File: config.mk
export PLATFORM = sky130hd
export DESIGN_NAME = j_counter
export DESIGN_NICKNAME = d
export VERILOG_FILES = /design/src/j_counter.v
export VERILOG_INCLUDE_DIRS = /design/src
export SDC_FILE = /design/constraint.sdc
export NUM_CORES = 1
export LEC_CHECK = 0
export BUFFER_PORTS_ARGS = -buffer_cell sky130_fd_sc_hd__buf_2
export CAP_MARGIN = 20
export CORE_AREA = 2 2 39 41
export CTS_BUF_LIST = sky130_fd_sc_hd__clkbuf_2 sky130_fd_sc_hd__clkbuf_4 sky130_fd_sc_hd__clkbuf_8
export DETAILED_ROUTE_END_ITERATION = 8
export DIE_AREA = 0 0 41 43
export GPL_ROUTABILITY_DRIVEN = 0
export MAX_ROUTING_LAYER = met4
export PLACE_DENSITY_LB_ADDON = 0.25
export SETUP_SLACK_MARGIN = 0.3
export SLEW_MARGIN = 5
export SYNTH_ARGS = -nofsm -noshare
export SYNTH_HDL_FRONTEND = slang
export SYNTH_SLANG_ARGS = --single-unit
File: constraint.sdc
create_clock -name core_clk -period 1.5 [get_ports core_clk]
set_input_delay 0.225 -clock core_clk [delete_from_list [all_inputs] [get_ports core_clk]]
set_output_delay 0.225 -clock core_clk [all_outputs]
set_load 0.05 [all_outputs]
File: src/tflag_map.vh
// constants for the test-flag instruction datapath
`ifndef TFLAG_MAP_VH
`define TFLAG_MAP_VH
`define A_WIDTH 24
`define J_WIDTH 5
`define J_TERMINAL 5'h1F
`define SHIFT_COUNT 24
`define OP_SET 2'h1
`define OP_BIT_CLEAR 2'h2
`define OP_NONZERO 2'h3
`define OP_NONE 2'h0
`define SNZ_PRESET 5'h07
`endif
File: src/j_counter.v
// five-bit binary up counter with complemented load and terminal count
`timescale 1ns/1ps
`include "tflag_map.vh"
module j_counter #(
   parameter WIDTH = `J_WIDTH
) (
   // clock and reset
   input wire core_clk,
   input wire rst,
   // control
   input wire load,
   input wire [WIDTH-1:0] load_bits,
   input wire inc,
   // state
   output wire [WIDTH-1:0] count,
   output wire j_terminal_count
);
   reg [WIDTH-1:0] j_ff;
   // load wins over increment
   always @(posedge core_clk) begin
      if (rst) begin
         j_ff <= {WIDTH{1'b0}};
      end else if (load) begin
         j_ff <= ~load_bits;
      end else if (inc) begin
         j_ff <= j_ff + {{(WIDTH-1){1'b0}}, 1'b1};
      end
   end
   assign count = j_ff;
   assign j_terminal_count = (j_ff == {WIDTH{1'b1}});
endmodule

* Yosys cells after proc, flatten, opt, wreduce, memory -nomap -nowiden
Index checks and enable logic that the tools add are counted.
** Word-level totals
- Word-level logic and storage cells :: 7
- Input bits :: 9
- Output and inout port bits :: 6
- Flip-flop bits (word level) :: 5
** Cells by class
- Multiplexer cells :: 2
- Equal/unequal tests :: 1
- Reduce and logical (&&, ||, !) cells :: 1
- Add/subtract/negate cells :: 1
- Bitwise gates (word level) :: 1
** Operator list (number)
- 5-bit two-way mux :: 2
- 5-bit by 1-bit adder with 5-bit output (second input constant) :: 1
- 5-bit == test (second input constant) :: 1
- 5-bit inverter :: 1
- 2-bit nonzero test :: 1

* Longest topological paths before layout
- Depth after elaboration :: 3
- Depth in mapped cells :: 5
- Mapped depth without buffers :: 5

* Worst setup path after synthesis
OpenSTA, ideal clock, no wires.
- Path type :: flip-flop to output port
- Start :: register j_ff[0] (netlist: count[0])
- End :: output port j_terminal_count
- Cell stages (with the launch flop) :: 4
- Path buffers :: 0
- Data required time :: 1275 ps
- Arrival :: 1505 ps
- Path slack :: -230 ps
- Cell sequence :: dfxtp_1 -> ha_1 -> and3_1 -> ha_1
** On the way
- Cells in the longest elaborated chain, start to end :: 1
** Ends and longest elaborated chain
- start: declaration :: line j_counter.v:18 : reg [WIDTH-1:0] j_ff;
- start signal: assignment :: line j_counter.v:22 : j_ff <= {WIDTH{1'b0}};
- start signal: assignment :: line j_counter.v:24 : j_ff <= ~load_bits;
- start signal: assignment :: line j_counter.v:26 : j_ff <= j_ff + {{(WIDTH-1){1'b0}}, 1'b1};
- 5-bit == test :: line j_counter.v:30 : assign j_terminal_count = (j_ff == {WIDTH{1'b1}});
- end: declaration :: line j_counter.v:16 : output wire j_terminal_count
Every way passes these cells.

* Worst setup path in the final report
- Start :: register j_ff[1] (netlist: count[1])
- End :: output port j_terminal_count
The elaborated chain is that of the path after synthesis.

==> impl_results.md <==
- Synthesized Nets: 37
- Synth cell count leaders: dfxtp_1 (5), a211oi_1 (4)
- Remaining DRCs: 0
- Final setup fails: 0
- Switching Power: approximately 0.13 mW
- Comb power frac: 24.8%
- Root Driver: clkbuf_4
- DRT Pass-1 Iters: 1
- DR WL/cell: around 11 um
- # rows: 14
- Pleak: 0.188 nW
- Worst-path maximum fanout: 2
- Total track usage: 9.58%
- Hold Crit Class: input pin to flop
- Synth top area share: 39.0%
- Clk pwr share: 39.7%
- Antenna violations before repair: 0
- Synth Area in Simple Gates: 12.7%
- Final Util: 32.3%
- FMAX: 699 MHz
- Post-Synth XOR/XNOR Area: 10.2%
- Syn avg cell area: 9.87 sq um
- Mux contribution to synthesized area: 0%
- Slowest CP cell: dfxtp_4
- Int Pwr: about 0.31 mW
- Max H-tree Level: 1
- First-pass GRT wire length: 1000 um
- Total I/O pin count: 15
- Post-Synth Adder-Cell Area: a little under 10%
- CP most frequent cell: ha_4
- Grt total ovfl: 0
- Initial Utilization: 18.5%
- Switching Share: a little under a third
- Crit end category: output pin
- Initial detailed-routing violation count: 0
- Max reg flops: 5
- Port bufs: 14
- Yosys reg bits: 5
- Total Negative Setup Slacks: 0 ns
- Max-slew violations: 0
- Post-Synthesis Cells: 26
- Worst Path Required: 1.27 ns
- Vias per std cell: 4.21
- Final hold violations: 0
- Area contributors post-synth: dfxtp_1 (39%), a211oi_1 (12%), ha_1 (9.8%)
- Seq/Total Area, Yosys: 39.0%
- Num CTS Buffers: 3
- Pin count of the biggest net entering global routing: 11
- Most area-hungry cell type in the Yosys netlist: dfxtp_1
- Register clock-pin slew on the reported worst setup and hold paths: approximately 0.040 ns
- Worst vdd ir: between 0.6 and 0.7 mV
- Worst Path Buf+Inv: 1
- Clock Path Buffers: 2
- Largest family of logic cells by synthesized area: compound AO/OA/AOI/OAI gates
- Crit path arrival time: approximately 1.2 ns
- Outcome: finished clean
- Synth warnings: 0
- Synth Area in Compound Gates: 26.3%
- Crit path max-delay family: flip-flops
- Worst-skew pair later-pin latency: roughly 0.24 ns
- Fin nets: 57
- Worst-path cell chain: ha_4, and3_4, ha_4, buf_8
- Die width: just over 40 um
- Tightest Pin Transition: 0.250 ns
- Most numerous cell in the Yosys netlist: dfxtp_1
- Slew headroom: 83.4%
- Clk sink count: 5
- Synth unique cells: 14
- Vias in the first global route: 224
- CP Launch Type: flop
- Crit Path Category: flop to output pin
- Power share of the sequential group: 35.5%
- Post-Syn Area: about 260 sq um
- Layout cells sized above 1: 64.4%
- Pwr per Cell Area: ~1000 nW/um^2
- Part of the cycle the worst path needs: 95.4%
- Post-synth EDFFs: 0
- Die Y: between 40 and 50 um
- Routed Antenna Nets: 0
- Post-synthesis async set-or-reset flop share: 0%
- Max_cap viols: 0
- CP max stage delay: 0.34 ns
- Total vias in the final route: 257
- Area Overhead vs Synth: 74.1%
- DIE AREA: 1760 sq um
- Cts-stage hold buffer count: 0
- CORE AREA: ~1400 sq um
- Final wirelength: 642 um
- RSZ-0062 raised after global routing: yes
- Clock Skews: about 0.0031 ns
- ANT cells: 0
- Synth Flop Type: dfxtp_1
- Final critical-path required period: 1.43 ns
- CTS tree: done
-- worst register-to-register path, cell delays in order, from the launching register on --
cell and delay, ns:
dfxtp_4 0.34, ha_4 0.15, and3_4 0.18, ha_4 0.20, a211oi_2 0.16, a211oi_1 0.06
-- layer usage --
layer / vias to the layer above / GRT usage, % / wire, um / share of wire [%]
met3: 0 / 7.85 / 87 / 14
met5: - / - / 0 / 0
li1: 135 / - / - / -
met1: 109 / 11.6 / 280 / 44
met4: 0 / 4.00 / 0 / 0
met2: 13 / 11.3 / 275 / 43
-- final cells by class --
| class | count | area, sq um |
|---|---|---|
| fillers | 145 | 937 |
| multi-input cells | 20 | 186 |
| flip-flops and latches | 5 | 110 |
| repair buffers | 16 | 100 |
| clock buffers | 4 | 30.0 |
| well taps | 16 | 20.0 |
-- cell families after synthesis --
| group | count (synthesis) |
|---|---|
| AO/OA/AOI/OAI | 9 |
| AND/OR/NAND/NOR | 6 |
| flip-flops | 5 |
| XOR/XNOR | 3 |
| adder cells (fa/ha/maj) | 2 |
| buffers and inverters | 1 |
-- layout by cell type (no fill, tap or decap) --
cell type  netlist  final
buf_2            1     11
clkbuf_4         0      6
a211oi_1         4      3
a211oi_2         1      2
nor2b_1          2      2
xnor2_1          2      2
a21oi_1          2      2
o21a_1           2      2
ha_4             0      2
dfxtp_4          0      2
dfxtp_2          0      2
buf_4            0      2
and3_4           0      1
xor2_1           1      1
nor2_1           1      1
nand4_1          1      1
nand2_1          1      1
dfxtp_1          5      1
buf_8            0      1
-- worst paths after layout --
path | from | end | slack (ns) | depth (start not counted)
worst min-delay path | load_bits[1] | count[1]$_SDFFE_PP0P_ | 0.16 | 2
worst min register to register | count[3]$_SDFFE_PP0P_ | count[3]$_SDFFE_PP0P_ | 0.58 | 2
worst max-delay path | count[1]$_SDFFE_PP0P_ | j_terminal_count | 0.07 | 4
worst max register to register | count[1]$_SDFFE_PP0P_ | count[4]$_SDFFE_PP0P_ | 0.28 | 5
-- metrics by stage --
stage	total power, mW	hold slack, ns	std cells	area [sq um]	worst slack, ns
floorplan	0.229	0.289	26	302	0.192
global placement	0.258	0.406	55	387	0.254
detailed placement	0.258	0.406	55	387	0.242
CTS	0.444	0.151	61	442	0.0589
global route	0.471	0.144	61	447	0.0321
finish	0.438	0.157	61	447	0.0684
-- power groups by stage --
stage / Sequential, mW / Combinational [mW] / Clock (mW)
CTS: 0.155 / 0.107 / 0.181
global route: 0.157 / 0.119 / 0.196
detailed placement: 0.160 / 0.0977 / 0
global placement: 0.160 / 0.0980 / 0
finish: 0.155 / 0.109 / 0.174
floorplan: 0.196 / 0.0330 / 0
-- timing repair --
item | CTS | global route
gates resized for setup | 3 | 2
buffers inserted | 2 | 0
endpoints found under the hold margin | 0 | 0
setup endpoints to repair | 2 | 4
pin swaps | 1 | 0
No activity file was read; power rests on OpenSTA's default activity.
